### config.mk
export PLATFORM = sky130hd
export DESIGN_NAME = gbx_bank_irq
export DESIGN_NICKNAME = d
export VERILOG_FILES = /design/src/verilog/gbx_pkg.sv /design/src/verilog/gbx_bank_irq.sv
export SDC_FILE = /design/constraint.sdc
export NUM_CORES = 1
export LEC_CHECK = 0
export ABC_AREA = 1
export BUFFER_PORTS_ARGS = -buffer_cell sky130_fd_sc_hd__buf_2
export CELL_PAD_IN_SITES_DETAIL_PLACEMENT = 1
export CELL_PAD_IN_SITES_GLOBAL_PLACEMENT = 2
export CORE_MARGIN = 5
export CORE_UTILIZATION = 27
export DETAILED_ROUTE_END_ITERATION = 10
export PLACE_DENSITY = 0.82
export SLEW_MARGIN = 20
export SYNTH_ARGS = -nofsm -noshare
export SYNTH_HDL_FRONTEND = slang
export SYNTH_SLANG_ARGS = --single-unit
### constraint.sdc
create_clock -name clk_in -period 2.1 [get_ports clk_in]
set_input_delay 0.315 -clock clk_in [delete_from_list [all_inputs] [get_ports clk_in]]
set_output_delay 0.315 -clock clk_in [all_outputs]
set_load 0.02 [all_outputs]
### src/verilog/gbx_pkg.sv
// Purpose: constants for the three-bank pin block with interrupt sense control
// Assumes: APB word addressing, byte address is four times the register index
// Notes: pin vectors hold bank A in bits 7:0, bank B in 15:8, bank C in 23:16
`default_nettype none
package gbx_pkg;
	localparam int PIN_W = 8;
	localparam int BANKS = 3;
	localparam int PINS = PIN_W * BANKS;
	localparam int BANK_A = 0;
	localparam int BANK_B = 1;
	localparam int BANK_C = 2;
	localparam int IDX_W = 4;
	localparam int IDX_LSB = 2;
	// register indices
	localparam logic [IDX_W-1:0] IDX_C_DATA = 4'h0;
	localparam logic [IDX_W-1:0] IDX_C_DIR = 4'h1;
	localparam logic [IDX_W-1:0] IDX_C_OPT = 4'h2;
	localparam logic [IDX_W-1:0] IDX_B_DATA = 4'h4;
	localparam logic [IDX_W-1:0] IDX_B_DIR = 4'h5;
	localparam logic [IDX_W-1:0] IDX_B_OPT = 4'h6;
	localparam logic [IDX_W-1:0] IDX_A_DATA = 4'h8;
	localparam logic [IDX_W-1:0] IDX_A_DIR = 4'h9;
	localparam logic [IDX_W-1:0] IDX_A_OPT = 4'ha;
	localparam logic [IDX_W-1:0] IDX_SENSE_CLK = 4'hc;
	localparam logic [IDX_W-1:0] IDX_SPI_CTRL = 4'hd;
	localparam logic [IDX_W-1:0] IDX_SRC_CFG = 4'he;
	localparam logic [IDX_W-1:0] IDX_DATA [BANKS] = '{IDX_A_DATA, IDX_B_DATA, IDX_C_DATA};
	localparam logic [IDX_W-1:0] IDX_DIR [BANKS] = '{IDX_A_DIR, IDX_B_DIR, IDX_C_DIR};
	localparam logic [IDX_W-1:0] IDX_OPT [BANKS] = '{IDX_A_OPT, IDX_B_OPT, IDX_C_OPT};
	// reset values
	localparam logic [PIN_W-1:0] RESET_BYTE = 8'h00;
	localparam logic [3:0] RESET_SPI = 4'h0;
	// sense and clock control fields
	localparam int G1_SENSE_HI = 7;
	localparam int G1_SENSE_LO = 6;
	localparam int CLK_OUT_BIT = 5;
	localparam int G0_SENSE_HI = 4;
	localparam int G0_SENSE_LO = 3;
	localparam int DIV_HI = 2;
	localparam int DIV_LO = 1;
	localparam int SLOW_BIT = 0;
	// spi control fields
	localparam int SPI_W = 4;
	localparam int MOD_BIT = 3;
	localparam int SOD_BIT = 2;
	localparam int SSM_BIT = 1;
	localparam int SSI_BIT = 0;
	localparam int SRC_SEL_BIT = 0;
	// special pins, absolute position in the pin vector
	localparam int PIN_CLK_OUT = BANK_C * PIN_W + 2;
	localparam int PIN_SS = BANK_B * PIN_W + 7;
	localparam int PIN_MOSI = BANK_B * PIN_W + 4;
	localparam int PIN_MISO = BANK_B * PIN_W + 5;
	localparam logic [PINS-1:0] TRUE_OD_PINS = 24'h000050;
	localparam logic [PINS-1:0] OPT_PINS = 24'hffffff;
	typedef enum logic [1:0] {
		SENSE_FALL_LOW = 2'h0,
		SENSE_RISE = 2'h1,
		SENSE_FALL = 2'h2,
		SENSE_BOTH = 2'h3
	} gbx_sense_t;
endpackage : gbx_pkg
`default_nettype wire

### src/verilog/gbx_bank_irq.sv
// Purpose: three 8-bit pin banks with data, direction and option registers,
//          two external interrupt groups with selectable sense, clock out
// Assumes: pins and peripheral signals synchronous inputs, single 10 MHz clock
// Notes: APB slave answers with no wait state; read data latched in setup phase
//
// The implementer's own choice: the APB slave port.
`timescale 1ns/1ps
`default_nettype none
// What this block does
// RL1 - direction bit per pin, set means output
// RL2 - option picks floating/pull-up or open-drain/push-pull
// RL3 - true open-drain pins: no pull-up, never high
// RL4 - pins without option bit use direction alone
// RL5 - data writes always update the latch
// RL6 - data read: latch if output, pin if input
// RL7 - all registers reset to zero
// RL8 - requests only while cpu mask is clear
// RL9 - low power leaves banks untouched, events wake
// RL10 - four sense modes per group, codes 00-11
// RL11 - bits 7:6 set group 1 sense
// RL12 - bits 4:3 set group 0 sense
// RL13 - sense fields writable only while masked
// RL14 - source option steers bank C to a group
// RL15 - bit 5 drives cpu clock on C2
// RL16 - spi select internal, output pins disableable
// RL17 - pending cleared by vector fetch or rewrite
// RL18 - group pin levels are ANDed together
// RL19 - alternate function overrides pin programming
// RL20 - inputs synchronised, edges by sample compare
module gbx_bank_irq #(
	parameter int ADDR_W = 8,
	parameter logic [gbx_pkg::PINS-1:0] OPT_PRESENT = gbx_pkg::OPT_PINS,
	parameter logic [gbx_pkg::PINS-1:0] TRUE_OD = gbx_pkg::TRUE_OD_PINS
) (
	// clock and reset
	input wire logic clk_in,
	input wire logic reset_n_in,
	// apb slave
	input wire logic psel_in,
	input wire logic penable_in,
	input wire logic pwrite_in,
	input wire logic [ADDR_W-1:0] paddr_in,
	input wire logic [31:0] pwdata_in,
	output logic [31:0] prdata_out,
	output logic pready_out,
	output logic pslverr_out,
	// pins
	input wire logic [gbx_pkg::PINS-1:0] pin_in,
	output logic [gbx_pkg::PINS-1:0] pin_out,
	output logic [gbx_pkg::PINS-1:0] pin_oe_out,
	output logic [gbx_pkg::PINS-1:0] pin_pullup_out,
	// peripheral alternate functions
	input wire logic [gbx_pkg::PINS-1:0] alt_en_in,
	input wire logic [gbx_pkg::PINS-1:0] alt_out_in,
	input wire logic [gbx_pkg::PINS-1:0] alt_od_in,
	output logic [gbx_pkg::PINS-1:0] pin_level_out,
	output logic spi_ss_level_out,
	// cpu side
	input wire logic cpu_irq_mask_in,
	input wire logic vec0_fetch_in,
	input wire logic vec1_fetch_in,
	output logic ext_irq_group0_out,
	output logic ext_irq_group1_out,
	output logic wake_out,
	output logic slow_mode_select_out,
	output logic [1:0] slow_divider_out
);
	localparam int P = gbx_pkg::PINS;
	localparam int W = gbx_pkg::PIN_W;

	logic [P-1:0] data_q, data_d, dir_q, dir_d, opt_q, opt_d;
	logic [W-1:0] ctrl_q, ctrl_d;
	logic [gbx_pkg::SPI_W-1:0] spi_q, spi_d;
	logic src_sel_q, src_sel_d;
	logic [31:0] rdata_q, rdata_d;
	logic err_q, err_d;
	logic [P-1:0] sync1_q, sync2_q;
	logic lvl0_q, lvl1_q, pend0_q, pend1_q;
	logic lvl0_d, lvl1_d, pend0_d, pend1_d;
	logic [P-1:0] opt_eff, push_pull, irq_src, rd_level;
	logic [gbx_pkg::IDX_W-1:0] idx;
	logic wr, setup, sense_wr;
	logic ev0, ev1;

	assign idx = paddr_in[gbx_pkg::IDX_LSB +: gbx_pkg::IDX_W];
	assign wr = psel_in & penable_in & pwrite_in;
	assign setup = psel_in & ~penable_in;
	assign pready_out = 1'b1;
	assign prdata_out = rdata_q;
	assign pslverr_out = err_q & psel_in & penable_in;
	// sense fields accept writes only while the cpu masks interrupts
	assign sense_wr = wr & (idx == gbx_pkg::IDX_SENSE_CLK) & cpu_irq_mask_in; // RL13

	// per-pin configuration and pad drive
	genvar gi;
	generate
		for (gi = 0; gi < P; gi++) begin : g_pin
			logic alt, clk_pin, od, val;
			// option bit absent: input floating, output push-pull
			assign opt_eff[gi] = OPT_PRESENT[gi] & opt_q[gi]; // RL4
			assign push_pull[gi] = OPT_PRESENT[gi] ? opt_q[gi] : 1'b1; // RL4
			assign irq_src[gi] = ~dir_q[gi] & opt_eff[gi]; // RL2
			assign clk_pin = (gi == gbx_pkg::PIN_CLK_OUT) ? ctrl_q[gbx_pkg::CLK_OUT_BIT] : 1'b0; // RL15
			if (gi == gbx_pkg::PIN_MOSI) begin : g_mosi
				assign alt = alt_en_in[gi] & ~spi_q[gbx_pkg::MOD_BIT]; // RL16
			end else if (gi == gbx_pkg::PIN_MISO) begin : g_miso
				assign alt = alt_en_in[gi] & ~spi_q[gbx_pkg::SOD_BIT]; // RL16
			end else begin : g_plain
				assign alt = alt_en_in[gi];
			end
			// alternate output takes priority over the latch
			assign val = clk_pin ? clk_in : (alt ? alt_out_in[gi] : data_q[gi]); // RL19
			assign od = TRUE_OD[gi] | (~clk_pin & (alt ? alt_od_in[gi] : ~push_pull[gi])); // RL2 RL3
			assign pin_out[gi] = val;
			assign pin_oe_out[gi] = (clk_pin | alt | dir_q[gi]) & (~od | ~val); // RL1 RL3 RL19
			assign pin_pullup_out[gi] = ~dir_q[gi] & ~alt & opt_eff[gi] & ~TRUE_OD[gi]; // RL2 RL3
			assign rd_level[gi] = dir_q[gi] ? data_q[gi] : sync2_q[gi]; // RL6
		end
	endgenerate
	assign pin_level_out = rd_level;
	assign spi_ss_level_out = spi_q[gbx_pkg::SSM_BIT] ? spi_q[gbx_pkg::SSI_BIT] : sync2_q[gbx_pkg::PIN_SS]; // RL16
	assign slow_mode_select_out = ctrl_q[gbx_pkg::SLOW_BIT];
	assign slow_divider_out = ctrl_q[gbx_pkg::DIV_HI:gbx_pkg::DIV_LO];
	assign ext_irq_group0_out = pend0_q;
	assign ext_irq_group1_out = pend1_q;
	// banks ignore low power; a pending event is the wake source
	assign wake_out = pend0_q | pend1_q; // RL9

	// register writes and read mux
	always_comb begin
		data_d = data_q;
		dir_d = dir_q;
		opt_d = opt_q;
		ctrl_d = ctrl_q;
		spi_d = spi_q;
		src_sel_d = src_sel_q;
		rdata_d = rdata_q;
		err_d = err_q;
		if (setup) begin
			rdata_d = '0;
			err_d = 1'b1;
		end
		for (int b = 0; b < gbx_pkg::BANKS; b++) begin
			if (idx == gbx_pkg::IDX_DATA[b]) begin
				if (wr)
					data_d[b*W +: W] = pwdata_in[W-1:0]; // RL5
				if (setup) begin
					rdata_d[W-1:0] = rd_level[b*W +: W]; // RL6
					err_d = 1'b0;
				end
			end
			if (idx == gbx_pkg::IDX_DIR[b]) begin
				if (wr)
					dir_d[b*W +: W] = pwdata_in[W-1:0]; // RL1
				if (setup) begin
					rdata_d[W-1:0] = dir_q[b*W +: W];
					err_d = 1'b0;
				end
			end
			if (idx == gbx_pkg::IDX_OPT[b]) begin
				if (wr)
					opt_d[b*W +: W] = pwdata_in[W-1:0]; // RL2
				if (setup) begin
					rdata_d[W-1:0] = opt_q[b*W +: W];
					err_d = 1'b0;
				end
			end
		end
		if (idx == gbx_pkg::IDX_SENSE_CLK) begin
			if (wr) begin
				ctrl_d[gbx_pkg::CLK_OUT_BIT] = pwdata_in[gbx_pkg::CLK_OUT_BIT]; // RL15
				ctrl_d[gbx_pkg::DIV_HI:gbx_pkg::SLOW_BIT] = pwdata_in[gbx_pkg::DIV_HI:gbx_pkg::SLOW_BIT];
			end
			if (sense_wr) begin
				ctrl_d[gbx_pkg::G1_SENSE_HI:gbx_pkg::G1_SENSE_LO] =
					pwdata_in[gbx_pkg::G1_SENSE_HI:gbx_pkg::G1_SENSE_LO]; // RL11 RL13
				ctrl_d[gbx_pkg::G0_SENSE_HI:gbx_pkg::G0_SENSE_LO] =
					pwdata_in[gbx_pkg::G0_SENSE_HI:gbx_pkg::G0_SENSE_LO]; // RL12 RL13
			end
			if (setup) begin
				rdata_d[W-1:0] = ctrl_q;
				err_d = 1'b0;
			end
		end
		if (idx == gbx_pkg::IDX_SPI_CTRL) begin
			if (wr)
				spi_d = pwdata_in[gbx_pkg::SPI_W-1:0]; // RL16
			if (setup) begin
				rdata_d[gbx_pkg::SPI_W-1:0] = spi_q;
				err_d = 1'b0;
			end
		end
		if (idx == gbx_pkg::IDX_SRC_CFG) begin
			if (wr)
				src_sel_d = pwdata_in[gbx_pkg::SRC_SEL_BIT]; // RL14
			if (setup) begin
				rdata_d[gbx_pkg::SRC_SEL_BIT] = src_sel_q;
				err_d = 1'b0;
			end
		end
	end

	always_ff @(posedge clk_in or negedge reset_n_in) begin
		if (!reset_n_in) begin
			data_q <= {gbx_pkg::BANKS{gbx_pkg::RESET_BYTE}}; // RL7
			dir_q <= {gbx_pkg::BANKS{gbx_pkg::RESET_BYTE}}; // RL7
			opt_q <= {gbx_pkg::BANKS{gbx_pkg::RESET_BYTE}}; // RL7
			ctrl_q <= gbx_pkg::RESET_BYTE; // RL7
			spi_q <= gbx_pkg::RESET_SPI;
			src_sel_q <= 1'b0;
			rdata_q <= '0;
			err_q <= 1'b0;
		end else begin
			data_q <= data_d;
			dir_q <= dir_d;
			opt_q <= opt_d;
			ctrl_q <= ctrl_d;
			spi_q <= spi_d;
			src_sel_q <= src_sel_d;
			rdata_q <= rdata_d;
			err_q <= err_d;
		end
	end

	// external interrupt groups
	function automatic logic sense_hit(input logic [1:0] mode, input logic prev, input logic cur);
		logic rise, fall;
		rise = ~prev & cur;
		fall = prev & ~cur;
		unique case (gbx_pkg::gbx_sense_t'(mode)) // RL10
			gbx_pkg::SENSE_FALL_LOW: sense_hit = ~cur;
			gbx_pkg::SENSE_RISE: sense_hit = rise;
			gbx_pkg::SENSE_FALL: sense_hit = fall;
			gbx_pkg::SENSE_BOTH: sense_hit = rise | fall;
		endcase
	endfunction : sense_hit

	always_comb begin
		logic a_and, b_and, c_and;
		a_and = &(sync2_q[gbx_pkg::BANK_A*W +: W] | ~irq_src[gbx_pkg::BANK_A*W +: W]); // RL18
		b_and = &(sync2_q[gbx_pkg::BANK_B*W +: W] | ~irq_src[gbx_pkg::BANK_B*W +: W]); // RL18
		c_and = &(sync2_q[gbx_pkg::BANK_C*W +: W] | ~irq_src[gbx_pkg::BANK_C*W +: W]); // RL18
		// bank C joins group 0 when selected, otherwise group 1
		lvl0_d = a_and & (src_sel_q ? c_and : 1'b1); // RL14
		lvl1_d = b_and & (src_sel_q ? 1'b1 : c_and); // RL14
		ev0 = sense_hit(ctrl_q[gbx_pkg::G0_SENSE_HI:gbx_pkg::G0_SENSE_LO], lvl0_q, lvl0_d); // RL12 RL20
		ev1 = sense_hit(ctrl_q[gbx_pkg::G1_SENSE_HI:gbx_pkg::G1_SENSE_LO], lvl1_q, lvl1_d); // RL11 RL20
		// an unmasked new event wins over a vector fetch clear in the same cycle
		pend0_d = (ev0 & ~cpu_irq_mask_in) | (pend0_q & ~vec0_fetch_in & ~sense_wr); // RL8 RL17
		pend1_d = (ev1 & ~cpu_irq_mask_in) | (pend1_q & ~vec1_fetch_in & ~sense_wr); // RL8 RL17
	end

	always_ff @(posedge clk_in or negedge reset_n_in) begin
		if (!reset_n_in) begin
			sync1_q <= '0;
			sync2_q <= '0;
			lvl0_q <= 1'b1;
			lvl1_q <= 1'b1;
			pend0_q <= 1'b0;
			pend1_q <= 1'b0;
		end else begin
			sync1_q <= pin_in; // RL20
			sync2_q <= sync1_q; // RL20
			lvl0_q <= lvl0_d;
			lvl1_q <= lvl1_d;
			pend0_q <= pend0_d;
			pend1_q <= pend1_d;
		end
	end
endmodule : gbx_bank_irq
`default_nettype wire

Word level (Yosys, flattened, before mapping). Index checks and enable logic that the tools add are counted.

RAM bits: 0. Latch bits: 0. Input bits: 144. ROM bits: 0. Flip-flop bits (word level): 146. Memories kept: 0.

Divide/modulo/power cells: 0. Eq/ne operators: 17. Bitwise logic cells: 298. Mux-type cells: 126. $add $sub $neg: 0. $mul: 0. $lt $le $gt $ge: 0. Reductions and logical operators: 19. Shift operators: 0.

Operators with widths (count): 8-bit two-way mux (21); 1-bit inverter (126); 1-bit AND (114); 1-bit two-way mux (101); 1-bit OR (52); 2-bit AND reduction (13); 4-bit == test (second input constant) (6); 8-bit inverter (3); 8-bit OR (3); 8-bit AND reduction (3); 4-bit by 3-bit == test with 1-bit output (second input constant) (3); 2-bit == test (second input constant) (4); 4-bit two-way mux (2); 1-bit one-hot mux with 4 select lines (2); 2-bit by 1-bit == test with 1-bit output (second input constant) (2); 4-bit by 1-bit == test with 1-bit output (second input constant) (1); 4-bit by 2-bit == test with 1-bit output (second input constant) (1); 2-bit zero test (2); 4-bit zero test (1).

Depth between registers and ports, before layout. Gate-level depths: netlist of run 1.

Depth in word-level cells: 27. Mapped depth: 16. Depth with buffers taken out: 16.

==> run summary, run 1 <==
The effective utilization at floorplan came out at 27.5%. Hold is met by 0.0333 ns. Setup slack on the worst reg-to-reg path comes out at 0.13 ns. TritonCTS built the clock tree. For this run, design rule violations remaining after detail routing come to 0. The worst hold path was traced through 3 stages. The detailed router used layers up to and including met5. Headroom to the max-slew limit came out at 58.5%. The final number of hold-violating endpoints came out at 0. The clock network burns 39.4% of the power. For this design the top-level I/O count stands at 281.

The mapped cell area came out at approximately 7700 um2. Per report_power, the combinational group accounts for 24.3% of the total. The worst-skew pair later-pin latency is approximately 0.53 ns. The number of maximum-capacitance violations came out at 0.

The initial antenna violation count was 3. The power per cell area came out at between 800 and 900 nW/um2. The fraction of power consumed by sequential logic came out at between 30% and 40%.

The violation count after the first detailed-routing iteration is ~320. Yosys mapped the design onto slightly above 40 distinct sky130hd cell types. Setup violations remaining at the end of the flow were counted as 0. For this run, the leading register cell type out of synthesis is dfrtp_1. The library cell used most frequently in the layout, excluding fill and tap cells, is nand2_1. Entering global routing, the biggest net connects 63 pins. In this run the most critical hold path is launched from vec1_fetch_in. The first global-routing pass estimated 43500 um of wire. STA puts the critical path data required time at 1.78 ns. The post-route antenna net violation count is 0.

The detailed placer's ending HPWL is 21900 um. The overall via count from detail_route is 7589. The worst-case IR drop observed on VDD is 480 uV. The worst register-to-register path begins at dir_q[22]. The final number of max-transition violations is 0. The combined area of the multi-input logic cells came out at 3260 um2.

Dividing the detail-routed via count by the number of cells gives 4.54. The post-route fraction of the period consumed by the critical path came out at 95.7%. Subtracting the final worst setup slack from the clock period gives 2.01 ns.

The count of port buffers added during placement is 223. A synthesized cell averages slightly below 8 um2. The flow ran to the end, and the final reports show no timing, DRC or antenna violations. The path with the worst hold slack has its endpoint at ext_irq_group1_out. The total wirelength of the detailed-routed design is 28600 um.

The worst path arrival time is 1.69 ns. The count of synthesis-stage warnings from yosys is 0. The biggest fanout along the worst timing path is 6. Including well taps, the total number of placed cells is 1608. The worst setup path is of the reg -> out kind.

The worst setup slack before clock tree synthesis is between 0.0008 and 0.0009 ns. The iteration count of the initial detailed-routing pass is 4. Synthesis inferred 146 register bits. The final critical-path setup slack came out at 0.0909 ns. The floorplan step defined a die boundary enclosing 31900 um2. The worst register-to-register path ends at ext_irq_group0_out. In this run switching power makes up 32.4% of total power. The remaining global-route overflow came out at 0.

The min-delay analysis places its worst path in the category in -> reg. The detailed router put a total of roughly 13000 um of wire on met1. Setup repair after global routing could not meet its margin everywhere. In the final layout, flip-flops and latches occupy about 3700 um2.

The number of synthesized flops with an enable pin is 0. The placement row count is between 60 and 70. The routed wire length on met3 is about 1800 um. In the final layout, the share of cells above drive strength 1 is 28.6%.

The region available for standard cell placement spans roughly 28000 um2. The weighted congestion at the end of routability-driven global placement is between 0.8 and 0.9. STA classifies the critical path startpoint as a flop. The gate count of the mapped netlist came out at 992. The final-stage net count came out at 1427. The synthesis-to-finish area growth is 35.6%. The sequential cell area fraction in the yosys report came out at around 48%.

The slew at the pin with the worst max-slew slack is between 0.6 and 0.7 ns. The peak clock frequency supported by timing is 498 MHz. The clock transition at the registers of the reported paths came out at 0.06 ns. For the worst flop-to-flop path, the logic depth is 13. STA classifies the critical path endpoint as an output pin. Leaving out fill and tap cells, the most frequent cells in the layout are nand2_1 (264), buf_2 (221), o21ai_0 (152). The filler-free cell count of the finished design came out at 1671. The met2 wire length came out at 13300 um. The leakage dissipation came out at 5.28 nW. The switching power came out at 2.99 mW. Measured along the x axis, the die boundary spans 179 um. The number of global-route vias before repair is 7954. In the global route stage, overall resource usage came out at 17.9%. The number of fillers in the final layout is 3507. The floorplan step set the die height to 179 um. The routed length per placed instance is 17.1 um. The fraction of registers with async set or reset after synthesis is 100%. Cell internal power was estimated by the tool at between 6 and 7 mW.

The clock arrives with just under 0.008 ns of skew.
[metal layers]
layer,track usage (%),vias to the layer above
met5,0,-
met4,5.92,4
met3,4.18,26
met2,29.3,199
met1,23.4,3662
li1,-,3698
[registers in the layout (all words and copies together) (netlist names), 4 cells and up]
name,count
ctrl_q,8
sync1_q,24
data_q,24
opt_eff,24
prdata_out,8
dir_q,24
spi_q,4
sync2_q,24
[final cells by class]
cell class | instances | area share (%)
clock inverter | 14 | 1.93
inverter | 109 | 3.93
timing repair buffer | 313 | 18.2
sequential | 146 | 35.1
tap | 378 | 4.54
multi-input combinational | 688 | 31.3
clock buffer | 22 | 4.99
antenna | 1 | 0.0240
[critical path, cell delays in order (launching register included)]
cell and delay [ns]:
dfrtp_1 0.39, buf_4 0.16, o21ai_0 0.36, buf_2 0.25
[worst max path at each step]
stage                      startpoint                 end  slack, ns  cells after the start
after floorplan              dir_q[2]  ext_irq_group0_out       0.22                     12
after global placement    paddr_in[2]       prdata_out[3]       0.06                     14
after detailed placement    dir_q[22]  ext_irq_group0_out     0.0009                     13
after CTS                    dir_q[4]  ext_irq_group0_out      0.003                     13
after global routing         dir_q[2]  ext_irq_group0_out      -0.01                     13
final                       dir_q[15]   pin_level_out[15]       0.09                      3
[power groups by stage]
stage	Clock (mW)	Sequential, mW	Combinational (mW)
final	3.64	3.35	2.24
after global routing	3.85	3.39	2.50
after CTS	3.73	3.35	2.25
after detailed placement	0.0149	3.40	2.19
after global placement	0.0149	3.38	2.14
after floorplan	0.0180	3.43	1.19
[metrics by stage]
stage               area, um2  power [mW]  setup TNS, ns  utilization, %
floorplan                7770        4.63              0               -
global placement         9370        5.54              0            33.5
detailed placement       9370        5.60              0            33.5
CTS                     10300        9.33              0            37.0
global route            10400        9.73        -0.0134            37.3
finish                  10400        9.23              0            37.3
[synthesized netlist by cell type, types with 4 or more instances]
| master | instances | area (um2) |
|---|---|---|
| nand2_1 | 268 | 1010 |
| o21ai_0 | 153 | 766 |
| dfrtp_1 | 144 | 3600 |
| inv_1 | 102 | 383 |
| a21oi_1 | 75 | 375 |
| nor2_1 | 74 | 278 |
| buf_4 | 54 | 405 |
| nand3_1 | 18 | 90.1 |
| nor3_1 | 18 | 90.1 |
| clkbuf_1 | 14 | 52.6 |
| inv_2 | 7 | 26.3 |
| nand4_1 | 7 | 43.8 |
| nand3b_1 | 6 | 45.0 |
| ha_1 | 4 | 50.1 |
| nor3b_1 | 4 | 30.0 |
[kinds of logic after synthesis]
kind of cell               count (synthesis)  share of synthesized area [%]
and+or+nand+nor                          413                           22.9
AOI/OAI and AO/OA                        239                           16.1
buffers and inverters                    183                           11.9
DFF                                      146                           47.6
muxes                                      5                          0.684
adders and majority gates                  4                          0.652
other                                      2                         0.0978
[repair_timing]
| action | in CTS | in global routing |
|---|---|---|
| endpoints found under the setup margin | 4 | 5 |
| gates resized for setup | 5 | 17 |
| gates cloned | 0 | 0 |
| pin swaps | 0 | 9 |
| setup buffers | 0 | 2 |
| endpoints found under the hold margin | 66 | 0 |
| hold buffers | 25 | 0 |
Power figures use the tool's default switching activity.
==> run 2: changes to the inputs <==
Settings changed: CELL_PAD_IN_SITES_DETAIL_PLACEMENT 1 to 0, CELL_PAD_IN_SITES_GLOBAL_PLACEMENT 2 to 1, CORE_UTILIZATION 27 to 35, CTS_CLUSTER_SIZE set to 12.
==> run summary, run 2 (synthesis results as in run 1) <==
The flow ran to the end, and the final reports show no timing, DRC or antenna violations. The final number of max-transition violations came out at 0 (unchanged). The fraction of power consumed by the clock network came to 37.5% (-1.9 points). The source of the critical timing path is dir_q[15]. STA classifies the critical path endpoint as an output pin.

The switching power is 2.83 mW (-5.4%). The setup-violating endpoint count in the final report came out at 0 (unchanged). The area of the die came out at 25000 um2 (-22%). The global-route usage over all layers is 19.5% (+1.6 points). The detailed placer's ending HPWL is 18200 um (-17%). The clock transition at the registers of the reported paths came to 0.06 ns (about the same).

The register-to-register path setup slack came out at 0.12 ns (about the same). The cell area after layout is 10100 um2 (-3.0%). The global-route wire length before repair is 37000 um (-15%). The number of global-route vias before repair is 6835 (-14%). The post-route fraction of the period consumed by the critical path came to 95.0% (-0.67 points). The routed length per placed instance is 15.7 um (-8.0%). The number of top-level pins is 281 (unchanged).

The peak clock frequency supported by timing was 501 MHz (+0.71%). The total wirelength of the detailed-routed design came to 24500 um (-14%). The post-route clock skew is 0.00587 ns (-0.00197 ns). The relative slew slack came to 65.2% (+6.7 points). The power per cell area came out at 869 nW/um2 (-2.0%).

The maximum ir drop on the vdd rail came out at 519 uV (+8.2%). The average via count per standard cell is 4.69 (+3.3%). The switching part of the total power came to 32.2% (-0.15 points).

The type of the most critical hold path is in -> reg. The origin of the critical flop-to-flop path is dir_q[1]. The internal portion of total power is 5.95 mW (-4.8%). The post-route antenna net violation count is 0 (unchanged). The count of port buffers added during placement is 223 (unchanged). The data required time of the critical path came out at 1.78 ns (about the same). Following the worst setup path forward leads to its endpoint at pin_level_out[15].

The final critical-path setup slack is 0.105 ns (+0.0141 ns). The weighted congestion at the end of routability-driven global placement came to 0.846 (+1.5%). The pin count of the biggest net entering global routing is 59 (-6.3%).

The vertical extent of the die came to 158 um (-11%). The area of the core is 21700 um2 (-22%). The remaining global-route overflow is 0 (unchanged). The library cells used most frequently in the layout, excluding fill and tap cells, are nand2_1 (267), buf_2 (222), o21ai_0 (153).

The number of maximum-capacitance violations came out at 0 (unchanged). The biggest fanout along the worst timing path is 6 (unchanged). The critical path launch point type is a flop. The worst-skew pair later-pin latency came out at 0.53 ns (about the same). The fraction of power consumed by combinational cells is 24.2% (about the same). The number of cell instances on the worst register-to-register path is 13 (unchanged).

The fraction of power consumed by sequential logic was 38.2% (+1.9 points). The placement row count came out at 54 (-11%). TritonCTS built the clock tree. The final number of hold-violating endpoints came out at 0 (unchanged).

The leakage dissipation came to 5.18 nW (-1.8%). The DRC violations left is 0 (unchanged). The initial antenna violation count is 1 (-2). Setup repair after global routing could not meet its margin everywhere. The overall via count from detail_route came to 7313 (-3.6%).

The slew at the pin with the worst max-slew slack is 0.521 ns (-0.101 ns). The worst setup slack before clock tree synthesis is -0.0298 ns (-0.0307 ns). The effective utilization at floorplan came to 35.4% (+7.9 points). The iteration count of the initial detailed-routing pass came to 5 (+1).

The critical path is of the reg -> out type. The final-stage net count came out at 1413 (-0.98%). The violation count after the first detailed-routing iteration is 510 (+62%). The worst register-to-register path ends at ext_irq_group0_out. The library cell used most frequently in the layout, excluding fill and tap cells, is nand2_1. The worst path arrival time is 1.68 ns (about the same). The width of the die is 158 um (-11%). The instance area after placement is 9130 um2 (-2.5%). The minimum clock period is 1.99 ns (-0.0141 ns).

The fraction of final layout cells with drive strength greater than 1 came to 27.1% (-1.5 points). The synthesis-to-finish area growth came out at 31.5%.
[run 2: stage by stage]
| stage | hold slack (ns) | instances | total power, mW | setup TNS (ns) | util (%) |
|---|---|---|---|---|---|
| 2_1_floorplan | 0.0194 | 1017 | 4.63 | 0 | - |
| 3_3_place_gp | 0.240 | 1495 | 5.45 | -0.0211 | 42.1 |
| 3_5_place_dp | 0.241 | 1495 | 5.48 | -0.0298 | 42.1 |
| 4_1_cts | 0.0227 | 1555 | 8.83 | 0 | 46.3 |
| 5_1_grt | 0.0308 | 1558 | 9.24 | -0.0229 | 46.6 |
| 6_report | 0.0351 | 1559 | 8.77 | 0 | 46.6 |
[run 2: cell type report]
type	count	area, um2
diodes	1	2.50
clock buffers	23	523
clock inverters	13	136
fillers	2181	11600
inverters	109	409
multi-input cells	688	3240
flip-flops and latches	146	3660
well taps	280	350
repair buffers	299	1780
[run 2: timing repair]
action,CTS,global route
hold buffers,25,0
buffers inserted,0,3
endpoints found under the setup margin,2,4
resized for setup,2,10
endpoints found under the hold margin,59,0
gates cloned,0,0
[run 2: worst max-delay path: stages (launching register included)]
cell	delay [ns]
dfrtp_1	0.39
buf_4	0.16
o21ai_0	0.35
buf_2	0.25
[run 2: how the worst min path moves through the flow]
| stage | cells after the start | startpoint | to |
|---|---|---|---|
| 2_1_floorplan | 0 | reset_n_in | ctrl_q[0] |
| 3_3_place_gp | 1 | reset_n_in | ext_irq_group1_out |
| 3_5_place_dp | 1 | reset_n_in | ext_irq_group1_out |
| 4_1_cts | 3 | vec1_fetch_in | ext_irq_group1_out |
| 5_1_grt | 3 | vec1_fetch_in | ext_irq_group1_out |
| 6_report | 3 | vec1_fetch_in | ext_irq_group1_out |
[run 2: power by group through the flow]
stage               Combinational, mW  Sequential, mW  Clock (mW)
finish                           2.13            3.35        3.29
detailed placement               2.08            3.39      0.0149
CTS                              2.12            3.35        3.36
floorplan                        1.19            3.43      0.0180
global route                     2.37            3.39        3.48
global placement                 2.05            3.39      0.0149
[run 2: metal layers]
layer | share of wire, % | track usage (%) | vias up
li1 | - | - | 3673
met4 | 1.5 | 5.28 | 2
met3 | 7.4 | 4.78 | 22
met2 | 46 | 30.1 | 245
met5 | 0.045 | 0 | -
met1 | 45 | 27.5 | 3371
==> run 3: changes to the inputs <==
Settings changed: BUFFER_PORTS_ARGS -buffer_cell sky130_fd_sc_hd__buf_2 to unset, CORE_UTILIZATION 35 to 45, DONT_BUFFER_PORTS set to 1, TNS_END_PERCENT set to 1.
==> run summary, run 3 (synthesis results as in run 1) <==
The flow ran to the end, but the final reports show violations. The final reports fail on negative hold slack. The placement row count is 47 (-13%).

The post-route antenna net violation count is 0 (unchanged). The TritonCTS clock tree is yes. The number of top-level pins was 281 (unchanged). The endpoint class of the critical path is an output pin. The pin count of the biggest net entering global routing came out at 147 (+150%). The DRC violations left came out at 0 (unchanged). The antenna diode count came to 0 (-1). The final number of max-transition violations is 0 (unchanged).

The weighted congestion at the end of routability-driven global placement is 0.868 (+2.6%). The synthesis-to-finish area growth is 22.8%. The global routing met3 resource utilization is 6.71% (+1.9 points). The remaining global-route overflow came out at 0 (unchanged).

The total wirelength of the detailed-routed design came out at 23000 um (-6.1%). The biggest fanout along the worst timing path came out at 6 (unchanged). The number of maximum-capacitance violations came out at 0 (unchanged). The effective utilization at floorplan came out at 46.1% (+11 points). The final-stage net count came out at 1255 (-11%). The critical path buffer and inverter count was 1 (-1).

The relative slew slack is 56.8% (-8.5 points). In this run the critical register-to-register path is captured at ext_irq_group0_out. The cell area after layout came out at 9430 um2 (-6.6%).

The global-route usage over all layers is 23.4% (+3.9 points). The top cell types in the final layout, fill and taps aside, are nand2_1 (266), o21ai_0 (151), dfrtp_1 (144). The most used routing layer is met2.

The initial antenna violation count came out at 0 (-1). The cts-stage hold buffer count is 30 (+20%). The width of the die is 141 um (-11%). The area of the die is 19800 um2 (-21%). In this run the worst hold path is classified as in -> async. The detailed placer's ending HPWL came out at 16600 um (-8.8%). The leakage dissipation came out at 4.57 nW (-12%). The minimum clock period came to 2.06 ns (+0.0614 ns). The count of port buffers added during placement is 0 (-100%). The worst register-to-register path begins at dir_q[6]. The number of cell instances on the worst register-to-register path came out at 13 (unchanged). The placed instance count is 1271 (-15%).

The register-to-register path setup slack is 0.06 ns (-0.06 ns). The data required time of the critical path is 1.78 ns (about the same). The overall via count from detail_route came to 6787 (-7.2%). The filler-free cell count of the finished design is 1340 (-14%). The final number of hold-violating endpoints is 146 (+146).

The global-route met2 utilization is 36.8% (+6.8 points). The setup path with the least slack is of type reg -> out. The iteration count of the initial detailed-routing pass came out at 6 (+1). The library cell used most frequently in the layout, excluding fill and tap cells, is nand2_1. The post-route clock skew came out at 0.00935 ns (+0.00348 ns).

The power per cell area is 928 nW/um2 (+6.8%). Setup repair after global routing could not meet its margin everywhere. In this run the worst setup path begins at spi_q[2]. The setup-violating endpoint count in the final report came to 0 (unchanged). The vertical extent of the die is 141 um (-11%). The highest-delay cell along the critical path is dfrtp_1. The final-layout worst hold slack is -0.528 ns (-0.563 ns).

The routed length per placed instance came out at 17.2 um (+9.2%). The stage delay of the slowest cell on the critical path is 0.44 ns (+0.05 ns). The average via count per standard cell is 5.06 (+8.0%). The worst path arrival time came out at 1.74 ns (+0.06 ns). The global-route wire length before repair is 35600 um (-3.7%). The routing usage on met1 is 31.5% (+4.0 points). The number of global-route vias before repair is 6577 (-3.8%). The maximum ir drop on the vdd rail came out at 539 uV (+4.0%). The post-route fraction of the period consumed by the critical path came to 97.9% (+2.9 points). The peak clock frequency supported by timing is 486 MHz (-3.0%). Traced cell by cell, the critical path runs through nor2_4 > o21ai_0 > a21oi_1 > buf_4. The area of the core is 16600 um2 (-23%). The worst-skew pair later-pin latency is 0.54 ns (about the same). The slew at the pin with the worst max-slew slack came out at 0.644 ns (+0.123 ns).

The instance area after placement came out at 8350 um2 (-8.5%). The clock transition at the registers of the reported paths was 0.06 ns (about the same). The fraction of final layout cells with drive strength greater than 1 came out at 17.1% (-10 points). The violation count after the first detailed-routing iteration was 532 (+4.3%). Grouping stages by cell kind, the critical path spends the most delay in flip-flops. The critical path launch point type is a flop.
[run 3: changes by cell type in the layout (fill, tap and decap cells not counted), moves of 2 or more]
| cell | before | now |
|---|---|---|
| inv_6 | 1 | 4 |
| clkinv_2 | 4 | 1 |
| buf_2 | 222 | 0 |
| nor2_2 | 5 | 7 |
| dlygate4sd3_1 | 25 | 30 |
| inv_1 | 102 | 100 |
| buf_12 | 2 | 0 |
| buf_4 | 50 | 112 |
| o21ai_0 | 153 | 151 |
| o21ai_1 | 0 | 2 |
| inv_2 | 7 | 9 |
[run 3: how the worst max path moves through the flow]
stage          slack (ns)  depth (start not counted)            endpoint
6_report             0.04                          4      pin_oe_out[13]
5_1_grt             -0.05                         13  ext_irq_group0_out
4_1_cts              0.03                          4      pin_oe_out[13]
3_5_place_dp        -0.10                         13  ext_irq_group0_out
3_3_place_gp        -0.09                         13  ext_irq_group0_out
2_1_floorplan        0.22                         12  ext_irq_group0_out
[run 3: power breakdown]
| group | internal (mW) | switching (mW) | leakage [nW] |
|---|---|---|---|
| Clock | 2.16 | 1.30 | 0.336 |
| Sequential | 3.14 | 0.289 | 1.86 |
| Combinational | 0.718 | 1.15 | 2.38 |
| Total | 6.01 | 2.74 | 4.57 |
[run 3: what timing repair did]
item,4_1_cts,5_1_grt
endpoints found under the hold margin,174,146
pin swaps,0,8
endpoints found under the setup margin,2,4
gates resized for setup,3,18
setup buffers,0,4
[run 3: metal layers]
layer	wire, um	share of wire, %
met3	2080	9.0
met1	10100	44
met2	10500	46
met5	0	0
met4	388	1.7
[run 3: per-stage QoR]
| stage | utilization [%] | TNS [ns] | power (mW) | setup slack [ns] |
|---|---|---|---|---|
| 2_1_floorplan | - | 0 | 4.63 | 0.218 |
| 3_3_place_gp | 50.2 | -0.0950 | 5.22 | -0.0950 |
| 3_5_place_dp | 50.2 | -0.105 | 5.24 | -0.105 |
| 4_1_cts | 56.2 | 0 | 8.76 | 0.0256 |
| 5_1_grt | 56.7 | -0.0492 | 9.17 | -0.0491 |
| 6_report | 56.7 | 0 | 8.75 | 0.0437 |
[run 3: area by class of cell]
class / instances / area, um2
Clock buffer: 21 / 514
Clock inverter: 14 / 179
Fill cell: 1549 / 7210
Inverter: 109 / 409
Multi-Input combinational cell: 688 / 3260
Sequential cell: 146 / 3660
Tap cell: 220 / 275
Timing Repair Buffer: 142 / 1140
[run 3: worst reg2reg max path: stages, from the launching register on]
cell	delay [ns]
dfrtp_1	0.42
inv_2	0.06
nand3_2	0.06
nand4_1	0.13
a2111oi_2	0.40
buf_4	0.19
nand2_4	0.05
inv_2	0.06
ha_1	0.21
a21oi_1	0.12
o21ai_1	0.07
nand2_1	0.07
o211ai_1	0.07
nand2_1	0.07
